### config.mk
export PLATFORM = sky130hd
export DESIGN_NAME = interrupt_request_decoder
export DESIGN_NICKNAME = d
export VERILOG_FILES = /design/src/common/irq_decode_pkg.sv /design/src/common/decode_if.sv /design/src/rtl/interrupt_request_decoder.sv /design/src/rtl/request_field_splitter.sv
export SDC_FILE = /design/constraint.sdc
export NUM_CORES = 1
export LEC_CHECK = 0
export ABC_AREA = 1
export BUFFER_PORTS_ARGS = -buffer_cell sky130_fd_sc_hd__buf_2
export CORE_MARGIN = 2
export CORE_UTILIZATION = 50
export DETAILED_ROUTE_END_ITERATION = 10
export PLACE_DENSITY = 0.8
export SETUP_SLACK_MARGIN = 0.3
export SYNTH_ARGS = -nofsm -noshare
export SYNTH_HDL_FRONTEND = slang
export SYNTH_SLANG_ARGS = --single-unit
### constraint.sdc
create_clock -name clk_i -period 2.89 [get_ports clk_i]
set_input_delay 0.4335 -clock clk_i [delete_from_list [all_inputs] [get_ports clk_i]]
set_output_delay 0.4335 -clock clk_i [all_outputs]
set_load 0.02 [all_outputs]
### src/common/irq_decode_pkg.sv
package irq_decode_pkg;

  localparam int DATA_W = 32;
  localparam int ADDR_W = 8;
  localparam int ID_W = 16;
  localparam int CNT_W = 16;
  localparam int REASON_W = 8;
  localparam int BUS_W = 8;

  // Interrupt address window and request field layout
  localparam logic [11:0] IRQ_ID = 12'hFEE;
  localparam int ID_MSB = 31;
  localparam int ID_LSB = 20;
  localparam int HLO_MSB = 19;
  localparam int HLO_LSB = 5;
  localparam int FMT_BIT = 4;
  localparam int SHV_BIT = 3;
  localparam int HMSB_BIT = 2;
  localparam int RSVD_MSB = 31;
  localparam int RSVD_LSB = 16;
  localparam int SUB_MSB = 15;
  localparam logic [3:0] DWORD_BE = 4'hF;

  localparam logic [REASON_W-1:0] FAULT_RSVD = 8'h20;

  // Register map, byte offsets
  localparam logic [ADDR_W-1:0] CTRL_OFS = 8'h00;
  localparam logic [ADDR_W-1:0] BRIDGE_OFS = 8'h04;
  localparam logic [ADDR_W-1:0] STATUS_OFS = 8'h08;
  localparam logic [ADDR_W-1:0] FAULT_OFS = 8'h0C;

  localparam int CTRL_EN_BIT = 0;
  localparam int BRIDGE_EN_BIT = 8;
  localparam logic CTRL_EN_RESET = 1'b1;
  localparam logic BRIDGE_EN_RESET = 1'b0;
  localparam logic [BUS_W-1:0] BRIDGE_BUS_RESET = 8'h00;

  function automatic logic [ID_W-1:0] handle_of(input logic [DATA_W-1:0] addr);
    handle_of = {addr[HMSB_BIT], addr[HLO_MSB:HLO_LSB]};
  endfunction : handle_of

endpackage : irq_decode_pkg

### src/common/decode_if.sv
interface decode_if;
  logic is_irq;
  logic remap;
  logic sub_valid;
  logic rsvd_bad;
  logic [15:0] handle;
  logic [15:0] sub_index;

  modport producer(output is_irq, remap, sub_valid, rsvd_bad, handle, sub_index);
  modport consumer(input is_irq, remap, sub_valid, rsvd_bad, handle, sub_index);
endinterface : decode_if

### src/rtl/interrupt_request_decoder.sv
// Contract
// - Only DWORD writes with address bits 31:20 equal FEEh are interrupt requests.
// - Interrupts raised by the remapping unit itself bypass this decoder.
// - Address bit 4 clear means compatibility format, set means remappable.
// - Handle is address bit 2 above address bits 19:5, sixteen bits.
// - Address bit 3 is the sub-index valid flag.
// - Address bits 1:0 of remappable requests influence nothing.
// - With sub-index valid, data bits 31:16 must be zero; otherwise ignored.
// - With sub-index valid, data bits 15:0 are the sub-index; otherwise ignored.
// - The requester identifier from the transaction header is the source identifier.
// - Bridge-forwarded requests may carry secondary bus, device-function zero; not isolated.
// - Nonzero reserved fields block the request with fault reason 20h.
// - Reserved check precedes field extraction; failing requests are blocked.
module interrupt_request_decoder (
  input wire logic clk_i,
  input wire logic rst_i,
  input wire logic wb_cyc_i,
  input wire logic wb_stb_i,
  input wire logic wb_we_i,
  input wire logic [irq_decode_pkg::ADDR_W-1:0] wb_adr_i,
  input wire logic [3:0] wb_sel_i,
  input wire logic [irq_decode_pkg::DATA_W-1:0] wb_dat_i,
  output logic [irq_decode_pkg::DATA_W-1:0] wb_dat_o,
  output logic wb_ack_o,
  input wire logic req_valid_i,
  input wire logic req_write_i,
  input wire logic [3:0] req_be_i,
  input wire logic req_internal_i,
  input wire logic [irq_decode_pkg::DATA_W-1:0] req_addr_i,
  input wire logic [irq_decode_pkg::DATA_W-1:0] req_data_i,
  input wire logic [irq_decode_pkg::ID_W-1:0] req_requester_ident_i,
  output logic dec_valid_o,
  output logic dec_remap_o,
  output logic [irq_decode_pkg::ID_W-1:0] dec_handle_o,
  output logic dec_sub_index_valid_o,
  output logic [irq_decode_pkg::ID_W-1:0] dec_sub_index_o,
  output logic [irq_decode_pkg::ID_W-1:0] dec_requester_ident_o,
  output logic dec_aliased_o,
  output logic [irq_decode_pkg::DATA_W-1:0] dec_addr_o,
  output logic [irq_decode_pkg::DATA_W-1:0] dec_data_o,
  output logic fault_valid_o,
  output logic [irq_decode_pkg::REASON_W-1:0] fault_reason_o,
  output logic [irq_decode_pkg::ID_W-1:0] fault_requester_ident_o
);
  import irq_decode_pkg::*;

  decode_if fld ();

  logic ctrl_en_reg;
  logic bridge_en_reg;
  logic [BUS_W-1:0] bridge_bus_reg;
  logic [CNT_W-1:0] accept_cnt_reg;
  logic [CNT_W-1:0] fault_cnt_reg;
  logic [REASON_W-1:0] last_reason_reg;
  logic [ID_W-1:0] last_requester_reg;
  logic [DATA_W-1:0] dat_reg;
  logic ack_reg;
  logic dec_valid_reg;
  logic dec_remap_reg;
  logic [ID_W-1:0] dec_handle_reg;
  logic dec_sub_valid_reg;
  logic [ID_W-1:0] dec_sub_index_reg;
  logic [ID_W-1:0] dec_requester_reg;
  logic dec_aliased_reg;
  logic [DATA_W-1:0] dec_addr_reg;
  logic [DATA_W-1:0] dec_data_reg;
  logic fault_valid_reg;
  logic [REASON_W-1:0] fault_reason_reg;
  logic [ID_W-1:0] fault_requester_reg;

  request_field_splitter u_splitter (
    .addr_i(req_addr_i),
    .data_i(req_data_i),
    .remap_en_i(ctrl_en_reg),
    .fields(fld.producer)
  );

  // Request classification
  wire dword_write = req_valid_i && req_write_i && (req_be_i == DWORD_BE);
  wire take = dword_write && !req_internal_i && fld.is_irq;
  wire blocked = take && fld.rsvd_bad;
  wire accepted = take && !blocked;
  // Bridge alias: secondary bus with device and function zero
  wire aliased = bridge_en_reg && (req_requester_ident_i[15:8] == bridge_bus_reg)
                 && (req_requester_ident_i[7:0] == 8'h00);

  // Register bus decode
  wire bus_hit = wb_cyc_i && wb_stb_i && !ack_reg;
  wire bus_wr = bus_hit && wb_we_i;
  wire sel_ctrl = (wb_adr_i == CTRL_OFS);
  wire sel_bridge = (wb_adr_i == BRIDGE_OFS);
  wire sel_status = (wb_adr_i == STATUS_OFS);
  wire sel_fault = (wb_adr_i == FAULT_OFS);
  wire wr_ctrl = bus_wr && sel_ctrl && wb_sel_i[0];
  wire wr_bus = bus_wr && sel_bridge && wb_sel_i[0];
  wire wr_bridge_en = bus_wr && sel_bridge && wb_sel_i[1];
  wire clr_status = bus_wr && sel_status;

  wire [DATA_W-1:0] rd_ctrl = {31'h00000000, ctrl_en_reg};
  wire [DATA_W-1:0] rd_bridge = {23'h000000, bridge_en_reg, bridge_bus_reg};
  wire [DATA_W-1:0] rd_status = {fault_cnt_reg, accept_cnt_reg};
  wire [DATA_W-1:0] rd_fault = {last_requester_reg, 8'h00, last_reason_reg};
  wire [DATA_W-1:0] rd_mux = sel_ctrl ? rd_ctrl :
                             sel_bridge ? rd_bridge :
                             sel_status ? rd_status :
                             sel_fault ? rd_fault : 32'h00000000;

  // Clearing the counters loses no event arriving in the same cycle
  wire [CNT_W-1:0] accept_base = clr_status ? 16'h0000 : accept_cnt_reg;
  wire [CNT_W-1:0] fault_base = clr_status ? 16'h0000 : fault_cnt_reg;
  wire [CNT_W-1:0] accept_cnt_next = accept_base + {15'h0000, accepted};
  wire [CNT_W-1:0] fault_cnt_next = fault_base + {15'h0000, blocked};

  always_ff @(posedge clk_i) begin
    if (rst_i) begin
      ctrl_en_reg <= CTRL_EN_RESET;
      bridge_en_reg <= BRIDGE_EN_RESET;
      bridge_bus_reg <= BRIDGE_BUS_RESET;
    end else begin
      if (wr_ctrl) begin
        ctrl_en_reg <= wb_dat_i[CTRL_EN_BIT];
      end
      if (wr_bus) begin
        bridge_bus_reg <= wb_dat_i[BUS_W-1:0];
      end
      if (wr_bridge_en) begin
        bridge_en_reg <= wb_dat_i[BRIDGE_EN_BIT];
      end
    end
  end

  always_ff @(posedge clk_i) begin
    if (rst_i) begin
      ack_reg <= 1'b0;
      dat_reg <= 32'h00000000;
    end else begin
      ack_reg <= bus_hit;
      if (bus_hit) begin
        dat_reg <= wb_we_i ? 32'h00000000 : rd_mux;
      end
    end
  end

  always_ff @(posedge clk_i) begin
    if (rst_i) begin
      accept_cnt_reg <= 16'h0000;
      fault_cnt_reg <= 16'h0000;
      last_reason_reg <= 8'h00;
      last_requester_reg <= 16'h0000;
    end else begin
      accept_cnt_reg <= accept_cnt_next;
      fault_cnt_reg <= fault_cnt_next;
      if (blocked) begin
        last_reason_reg <= FAULT_RSVD;
        last_requester_reg <= req_requester_ident_i;
      end
    end
  end

  // Decoded request toward the table lookup
  always_ff @(posedge clk_i) begin
    if (rst_i) begin
      dec_valid_reg <= 1'b0;
      dec_remap_reg <= 1'b0;
      dec_handle_reg <= 16'h0000;
      dec_sub_valid_reg <= 1'b0;
      dec_sub_index_reg <= 16'h0000;
      dec_requester_reg <= 16'h0000;
      dec_aliased_reg <= 1'b0;
      dec_addr_reg <= 32'h00000000;
      dec_data_reg <= 32'h00000000;
    end else begin
      dec_valid_reg <= accepted;
      if (accepted) begin
        dec_remap_reg <= fld.remap;
        dec_handle_reg <= fld.handle;
        dec_sub_valid_reg <= fld.sub_valid;
        dec_sub_index_reg <= fld.sub_index;
        dec_requester_reg <= req_requester_ident_i;
        dec_aliased_reg <= aliased;
        dec_addr_reg <= req_addr_i;
        dec_data_reg <= req_data_i;
      end
    end
  end

  always_ff @(posedge clk_i) begin
    if (rst_i) begin
      fault_valid_reg <= 1'b0;
      fault_reason_reg <= 8'h00;
      fault_requester_reg <= 16'h0000;
    end else begin
      fault_valid_reg <= blocked;
      if (blocked) begin
        fault_reason_reg <= FAULT_RSVD;
        fault_requester_reg <= req_requester_ident_i;
      end
    end
  end

  assign wb_dat_o = dat_reg;
  assign wb_ack_o = ack_reg;
  assign dec_valid_o = dec_valid_reg;
  assign dec_remap_o = dec_remap_reg;
  assign dec_handle_o = dec_handle_reg;
  assign dec_sub_index_valid_o = dec_sub_valid_reg;
  assign dec_sub_index_o = dec_sub_index_reg;
  assign dec_requester_ident_o = dec_requester_reg;
  assign dec_aliased_o = dec_aliased_reg;
  assign dec_addr_o = dec_addr_reg;
  assign dec_data_o = dec_data_reg;
  assign fault_valid_o = fault_valid_reg;
  assign fault_reason_o = fault_reason_reg;
  assign fault_requester_ident_o = fault_requester_reg;
endmodule : interrupt_request_decoder

### src/rtl/request_field_splitter.sv
module request_field_splitter (
  input wire logic [irq_decode_pkg::DATA_W-1:0] addr_i,
  input wire logic [irq_decode_pkg::DATA_W-1:0] data_i,
  input wire logic remap_en_i,
  decode_if.producer fields
);
  import irq_decode_pkg::*;

  wire remap_w;
  wire shv_w;

  assign fields.is_irq = (addr_i[ID_MSB:ID_LSB] == IRQ_ID);
  // With remapping off every request is handled as compatibility format
  assign remap_w = remap_en_i && addr_i[FMT_BIT];
  assign shv_w = remap_w && addr_i[SHV_BIT];
  assign fields.remap = remap_w;
  assign fields.sub_valid = shv_w;
  // Bits 1:0 never reach any field or check
  assign fields.handle = remap_w ? handle_of(addr_i) : 16'h0000;
  assign fields.rsvd_bad = shv_w && (data_i[RSVD_MSB:RSVD_LSB] != 16'h0000);
  assign fields.sub_index = shv_w ? data_i[SUB_MSB:0] : 16'h0000;

endmodule : request_field_splitter

==> results of run 1 <==
-- layout make-up --
type / instances / area [um^2] / area share
Multi-Input combinational cell: 851 / 4030 / 0.361
Tap cell: 225 / 282 / 0.0252
Clock buffer: 33 / 663 / 0.0594
Clock inverter: 5 / 50.0 / 0.00449
Timing Repair Buffer: 295 / 1560 / 0.140
Inverter: 103 / 387 / 0.0347
Sequential cell: 209 / 4180 / 0.375
-- synthesized netlist by cell type, types with 5 or more instances --
master	n
nor2_2	6
nand3b_1	18
nand3_1	107
buf_4	16
nand2_1	231
inv_1	97
a21oi_1	137
xor2_1	5
nand4_1	15
o211ai_1	15
inv_2	5
nor2_1	184
o22ai_1	7
dfxtp_1	209
clkbuf_1	43
buf_2	15
nor4_1	5
o21ai_0	67
nor3_1	20
-- cell families (layout without fill, tap and decap cells) --
kind of cell    Yosys count  after routing
flops                   209            209
fa+ha+maj                 4              4
other cells               1              7
xor+xnor                  6              6
simple gates            601            601
buf+inv                 182            436
compound gates          233            233
-- report_power, final --
part	switching, mW	internal [mW]	total, mW	leakage [nW]
sequential	0.000339	2.88	2.88	1.68
combinational	0.194	0.0981	0.292	2.76
clock	1.13	1.67	2.80	0.355
total	1.33	4.65	5.97	4.80
-- metrics by stage --
step / worst slack [ns] / area [um^2] / utilization / power [mW] / hold WS (ns)
finish: 0.483 / 11200 / 0.641 / 5.97 / 0.209
global route: 0.308 / 11200 / 0.641 / 6.17 / 0.202
CTS: 0.432 / 11200 / 0.640 / 6.01 / 0.191
detailed placement: 0.0981 / 10400 / 0.599 / 3.23 / 0.447
global placement: 0.201 / 10400 / 0.599 / 3.23 / 0.444
floorplan: 0.300 / 8990 / - / 3.10 / 0.457
-- per-layer routing --
metal | part of all wire | vias to the layer above
li1 | - | 4519
met4 | 0.031 | 2
met2 | 0.48 | 371
met3 | 0.087 | 58
met1 | 0.41 | 4178
met5 | 0.00049 | -
-- worst max-delay path: stages, from the launching register on --
cell      delay [ns]
dfxtp_1         0.32
nand3b_4        0.16
nor2_1          0.10
nand2_1         0.11
clkinv_1        0.19
nor2_1          0.14
ha_1            0.20
ha_1            0.19
nand4_1         0.16
nor2_2          0.29
nand2_1         0.15
o21ai_0         0.22
a21oi_1         0.06
-- path summary, 6_finish.rpt --
kind,from,endpoint,depth (start not counted)
min,req_addr_i[0],dec_addr_o[0],3
min reg2reg,dec_addr_o[20],dec_addr_o[20],2
max reg2reg,wb_ack_o,accept_cnt_reg[10],12
max,wb_ack_o,accept_cnt_reg[10],12
==> impl_metrics.py, run 1 <==
metrics = {
    "grt": {
        "top_usage_layer": "met2",
        "grt_max_degree": 148,
        "met1_usage": 0.338,
        "grtUsageMet2": 0.460,
        "grt_pass1_vias": 8344,
        "use_met3": 0.0742,
        "antenna_found_initial": 1,
        "grt_overflow": 0,
        "grtUsageTotal": 0.274,
        "grt_pass1_wl_um": 41700,
    },
    "sta": {
        "tightest_slew_ns": 0.774,
        "setup_viol": 0,
        "rsz0062_at_grt": "no",
        "hold_viol": 0,
        "min_period_over_period": 0.833,
        "fin_worst_skew_ns": 0.00652,
        "fmax_ghz": 0.416,
        "drv_slew": 0,
        "relSlewSlack": 0.484,
        "setup_tns_ns": 0,
        "finalCriticalPeriod_ns": 2.41,
    },
    "clock_tree": {
        "cts_tree": "built",
        "insertion_delay_ns": 0.50,
        "cts_max_level": 1,
        "clk_pin_slew_ns": 0.06,
        "cts.path.max_buffers": 3,
        "hold_buffers": 0,
        "cts_made_buffers": 23,
        "cts.repair.resized": 0,
        "clockRootBuffer": "clkbuf_16",
        "cts_sinks": 209,
        "postCtsSetupBuffers": 0,
    },
    "yosys": {
        "ys_warn_count": 0,
        "synth_top_area_cell": "dfxtp_1",
        "synth-xor-area-share": 0.00586,
        "avgSynthCellArea_um2": 7.25,
        "synth_compound_area_frac": 0.137,
        "synth_top_area_frac": 0.467,
        "synth-seq-cells": 209,
        "muxShareOfSynthArea": 0,
        "postSynthCellCount": 1236,
        "synth_area_mm2": 0.00897,
        "synth.distinct_cells": 38,
        "synth-simple-area-share": 0.296,
        "ys_top_cells_by_area": "dfxtp_1 (47%), nand2_1 (9.7%), nor2_1 (7.7%)",
        "synth_top_family_by_area": "simple AND/OR/NAND/NOR gates",
        "synth_flop_cell": "dfxtp_1",
        "yosysSeqAreaShare": 0.467,
        "async_reset_ff_frac": 0,
        "synth_edf_count": 0,
        "synthAdderAreaFrac": 0.00558,
    },
    "power": {
        "powerDensity_mw_per_mm2": 535,
        "ir_drop_v": 0.000499,
        "p_leak_nw": 4.80,
    },
    "worst_setup_path": {
        "crit_type": "flip-flop to flip-flop",
        "crit_required_ns": 3.27,
        "critPathCaptureType": "flip-flop",
        "critical_path_arrival_ns": 2.79,
        "worstPathMaxFanout": 6,
        "ff2ff_setup_slack_ns": 0.48,
        "startpoint_type": "flip-flop",
    },
    "placement": {
        "dpl.cell_count": 1683,
        "port_buffers": 277,
        "dpl.hpwl_um": 18900,
        "gp_congestion": 0.911,
    },
    "floorplan": {
        "die_h_um": 138,
        "row_count": 48,
        "io_pins": 310,
        "core_mm2": 0.0174,
        "dieArea_mm2": 0.0190,
        "initial_core_util": 0.515,
        "die_w_um": 138,
    },
    "detailed_routing": {
        "drt_first_pass_iters": 5,
        "vias": 9128,
        "ant_nets": 0,
        "wl_per_cell_um": 15.4,
        "drc_errors": 0,
        "vias_per_cell": 5.30,
        "dr.first_iter.drc_count": 630,
        "routed_wl_um": 26600,
    },
    "layout": {
        "layout_common_cells": "buf_2 (276), nand2_1 (230), dfxtp_1 (209)",
        "num-nets-final": 1623,
        "n_antenna_cell": 0,
        "final_cells": 1721,
        "drive_gt1_frac": 0.237,
        "final_common_cell": "buf_2",
        "synthToLayoutAreaGrowth_pct": 24.4,
        "n_fill_cell": 1540,
    },
    "status": {
        "run_status": "finished clean",
    },
    "hold_path": {
        "holdCritPathClass": "input pin to flip-flop",
    },
    "run": {
        "max_cap_violations": 0,
    },
}
Note: power is estimated with default switching activity, not from simulation.
==> inputs of run 2 (changes only) <==
--- a/config.mk
+++ b/config.mk
@@ -5,7 +5,7 @@
 export SDC_FILE = /design/constraint.sdc
 export NUM_CORES = 1
 export LEC_CHECK = 0
-export ABC_AREA = 1
+export ABC_AREA = 0
 export BUFFER_PORTS_ARGS = -buffer_cell sky130_fd_sc_hd__buf_2
 export CORE_MARGIN = 2
 export CORE_UTILIZATION = 50
==> constraint.sdc (replaced) <==
create_clock -name clk_i -period 2.4 [get_ports clk_i]
set_input_delay 0.36 -clock clk_i [delete_from_list [all_inputs] [get_ports clk_i]]
set_output_delay 0.36 -clock clk_i [all_outputs]
set_load 0.02 [all_outputs]
==> run 2 against run 1 <==
  * Flip-flop and latch count did not move
  * Sequential power rose by 20%
  * Worst hold slack got worse by 0.11 ns
  * Power rose by 21%
  * Largest cell class is now multi-input combinational cells
  * Global-route usage fell by 1.9 points
  * Die area fell by 4.3%
  * Largest power group unchanged
  * Critical path depth fell by 1
  * Critical path type is now input pin to flip-flop
==> impl_metrics.py, run 2 <==
metrics = {
    "clock_tree": {
        "cts_made_buffers": 22,
        "insertion_delay_ns": 0.49,
        "clockRootBuffer": "clkbuf_16",
        "cts_tree": "built",
        "cts.path.max_buffers": 3,
        "cts_max_level": 1,
        "hold_buffers": 0,
        "clk_pin_slew_ns": 0.06,
        "cts_sinks": 209,
    },
    "placement": {
        "gp_congestion": 0.862,
        "port_buffers": 277,
        "placed_area_mm2": 0.0105,
        "dpl.hpwl_um": 17500,
    },
    "detailed_routing": {
        "drt_first_pass_iters": 5,
        "routed_wl_um": 24000,
        "vias": 7593,
        "wl_per_cell_um": 16.6,
        "dr.first_iter.drc_count": 452,
        "ant_nets": 0,
        "vias_per_cell": 5.26,
        "drc_errors": 0,
    },
    "floorplan": {
        "row_count": 47,
        "die_w_um": 135,
        "io_pins": 310,
        "die_h_um": 135,
        "core_mm2": 0.0166,
        "initial_core_util": 0.515,
        "dieArea_mm2": 0.0182,
    },
    "grt": {
        "grt_pass1_vias": 7194,
        "grt_max_degree": 73,
        "grtUsageTotal": 0.255,
        "grt_pass1_wl_um": 37000,
        "antenna_found_initial": 3,
        "grt_overflow": 0,
    },
    "sta": {
        "hold_viol": 0,
        "drv_slew": 0,
        "finalCriticalPeriod_ns": 2.08,
        "fin_worst_skew_ns": 0.00551,
        "relSlewSlack": 0.597,
        "tightest_slew_ns": 0.603,
        "rsz0062_at_grt": "yes",
        "min_period_over_period": 0.867,
        "fmax_ghz": 0.481,
        "setup_viol": 0,
    },
    "worst_setup_path": {
        "critPathCaptureType": "flip-flop",
        "worstPathMaxFanout": 5,
        "cp_slowest_stage_delay_ns": 0.42,
        "critical_path_arrival_ns": 2.51,
        "crit_required_ns": 2.83,
        "crit_family": "simple AND/OR/NAND/NOR gates",
        "crit_buf_inv": 3,
        "cpMaxStageDelayCell": "or4_4",
        "startpoint_type": "input pin",
        "path_cells": "buf_2, nor4_4, buf_4, and4_4, o211ai_1, inv_4, ha_4, nand2_4, or3_4, or4_4, a21oi_2",
        "crit_type": "input pin to flip-flop",
    },
    "yosys": {
        "synth_top_area_cell": "dfxtp_1",
        "postSynthCellCount": 921,
        "synth_area_mm2": 0.00857,
        "yosysSeqAreaShare": 0.488,
        "synth.distinct_cells": 47,
        "synth_flop_cell": "dfxtp_1",
        "ys_top_cells_by_count": "nand2_1 (212), dfxtp_1 (209), mux2i_1 (142)",
        "ys_top_cells_by_area": "dfxtp_1 (49%), mux2i_1 (17%), nand2_1 (9.3%)",
        "avgSynthCellArea_um2": 9.30,
        "synth_top_area_frac": 0.488,
        "synth_most_common_cell": "nand2_1",
        "synth-seq-cells": 209,
        "async_reset_ff_frac": 0,
        "ys_warn_count": 0,
        "synth_edf_count": 0,
    },
    "layout": {
        "fin_area_mm2": 0.0113,
        "synthToLayoutAreaGrowth_pct": 32.3,
        "final_util": 0.681,
        "final_common_cell": "buf_2",
        "num-nets-final": 1346,
        "drive_gt1_frac": 0.330,
        "n_fill_cell": 1317,
        "layout_common_cells": "buf_2 (277), nand2_1 (209), dfxtp_1 (208)",
    },
    "run": {
        "max_cap_violations": 0,
    },
    "power": {
        "powerDensity_mw_per_mm2": 638,
        "p_leak_nw": 5.19,
        "ir_drop_v": 0.000620,
    },
    "hold_path": {
        "holdCritPathClass": "input pin to flip-flop",
    },
    "status": {
        "run_status": "finished clean",
    },
}
run 2: changes by cell type after synthesis, sizes merged, moves of 23 or more:
cell	change
inv	-94
o21ai	-48
nand2	-23
a21oi	-130
nor2	-148
mux2i	+142
nand3	-62
run 2: power breakdown:
group,internal [mW],switching (mW),leakage [nW]
registers,3.47,0.000450,1.68
clock network,2.07,1.32,0.352
logic,0.146,0.232,3.16
run 2: kinds of logic after synthesis:
logic type | after synthesis | share of synthesized area
buf+inv | 78 | 0.0429
fa+ha+maj | 4 | 0.00584
simple gates | 385 | 0.207
mux | 143 | 0.167
flops | 209 | 0.488
compound gates | 72 | 0.0588
other cells | 1 | 0.000438
xor+xnor | 29 | 0.0296
run 2: metrics by stage:
stage	total power, mW	hold slack, ns	setup TNS, ns	setup WS, ns	instances
2_1_floorplan	3.74	0.454	-0.245	-0.117	927
3_3_place_gp	3.90	0.430	-5.60	-0.340	1399
3_5_place_dp	3.91	0.439	-4.63	-0.309	1399
4_1_cts	7.28	0.0892	0	0.292	1438
5_1_grt	7.46	0.102	0	0.219	1443
6_report	7.23	0.101	0	0.320	1443
run 2: final cells by class:
type	instances	area, um^2	share of cell area
Antenna cell	2	5.00	0.000441
Clock buffer	35	651	0.0574
Clock inverter	4	70.1	0.00618
Inverter	8	40.0	0.00353
Multi-Input combinational cell	640	4300	0.379
Sequential cell	209	4190	0.369
Tap cell	220	275	0.0243
Timing Repair Buffer	325	1810	0.160
run 2: worst paths after layout:
kind / from / to / slack, ns / cells past startpoint
min: wb_dat_i[3] / bridge_bus_reg[3] / 0.10 / 3
max: req_data_i[18] / accept_cnt_reg[15] / 0.32 / 11
min reg2reg: wb_dat_o[20] / wb_dat_o[20] / 0.45 / 2
max reg2reg: wb_ack_o / accept_cnt_reg[15] / 0.39 / 9
run 2: layer usage:
layer / up-vias / track usage / wire, um
met5: - / 0 / 7
met1: 3560 / 0.309 / 9770
met4: 2 / 0.0842 / 684
li1: 3715 / - / -
met2: 268 / 0.433 / 11600
met3: 48 / 0.0751 / 1980
run 2: worst min-delay path, cell delays in order:
cell     delay, ns
buf_2         0.07
mux2i_1       0.05
nor2_1        0.07
run 2: what timing repair did:
action,in CTS,in global routing
pin swaps,0,5
buffers inserted,0,3
gates resized for setup,5,13
setup endpoints to repair,4,13
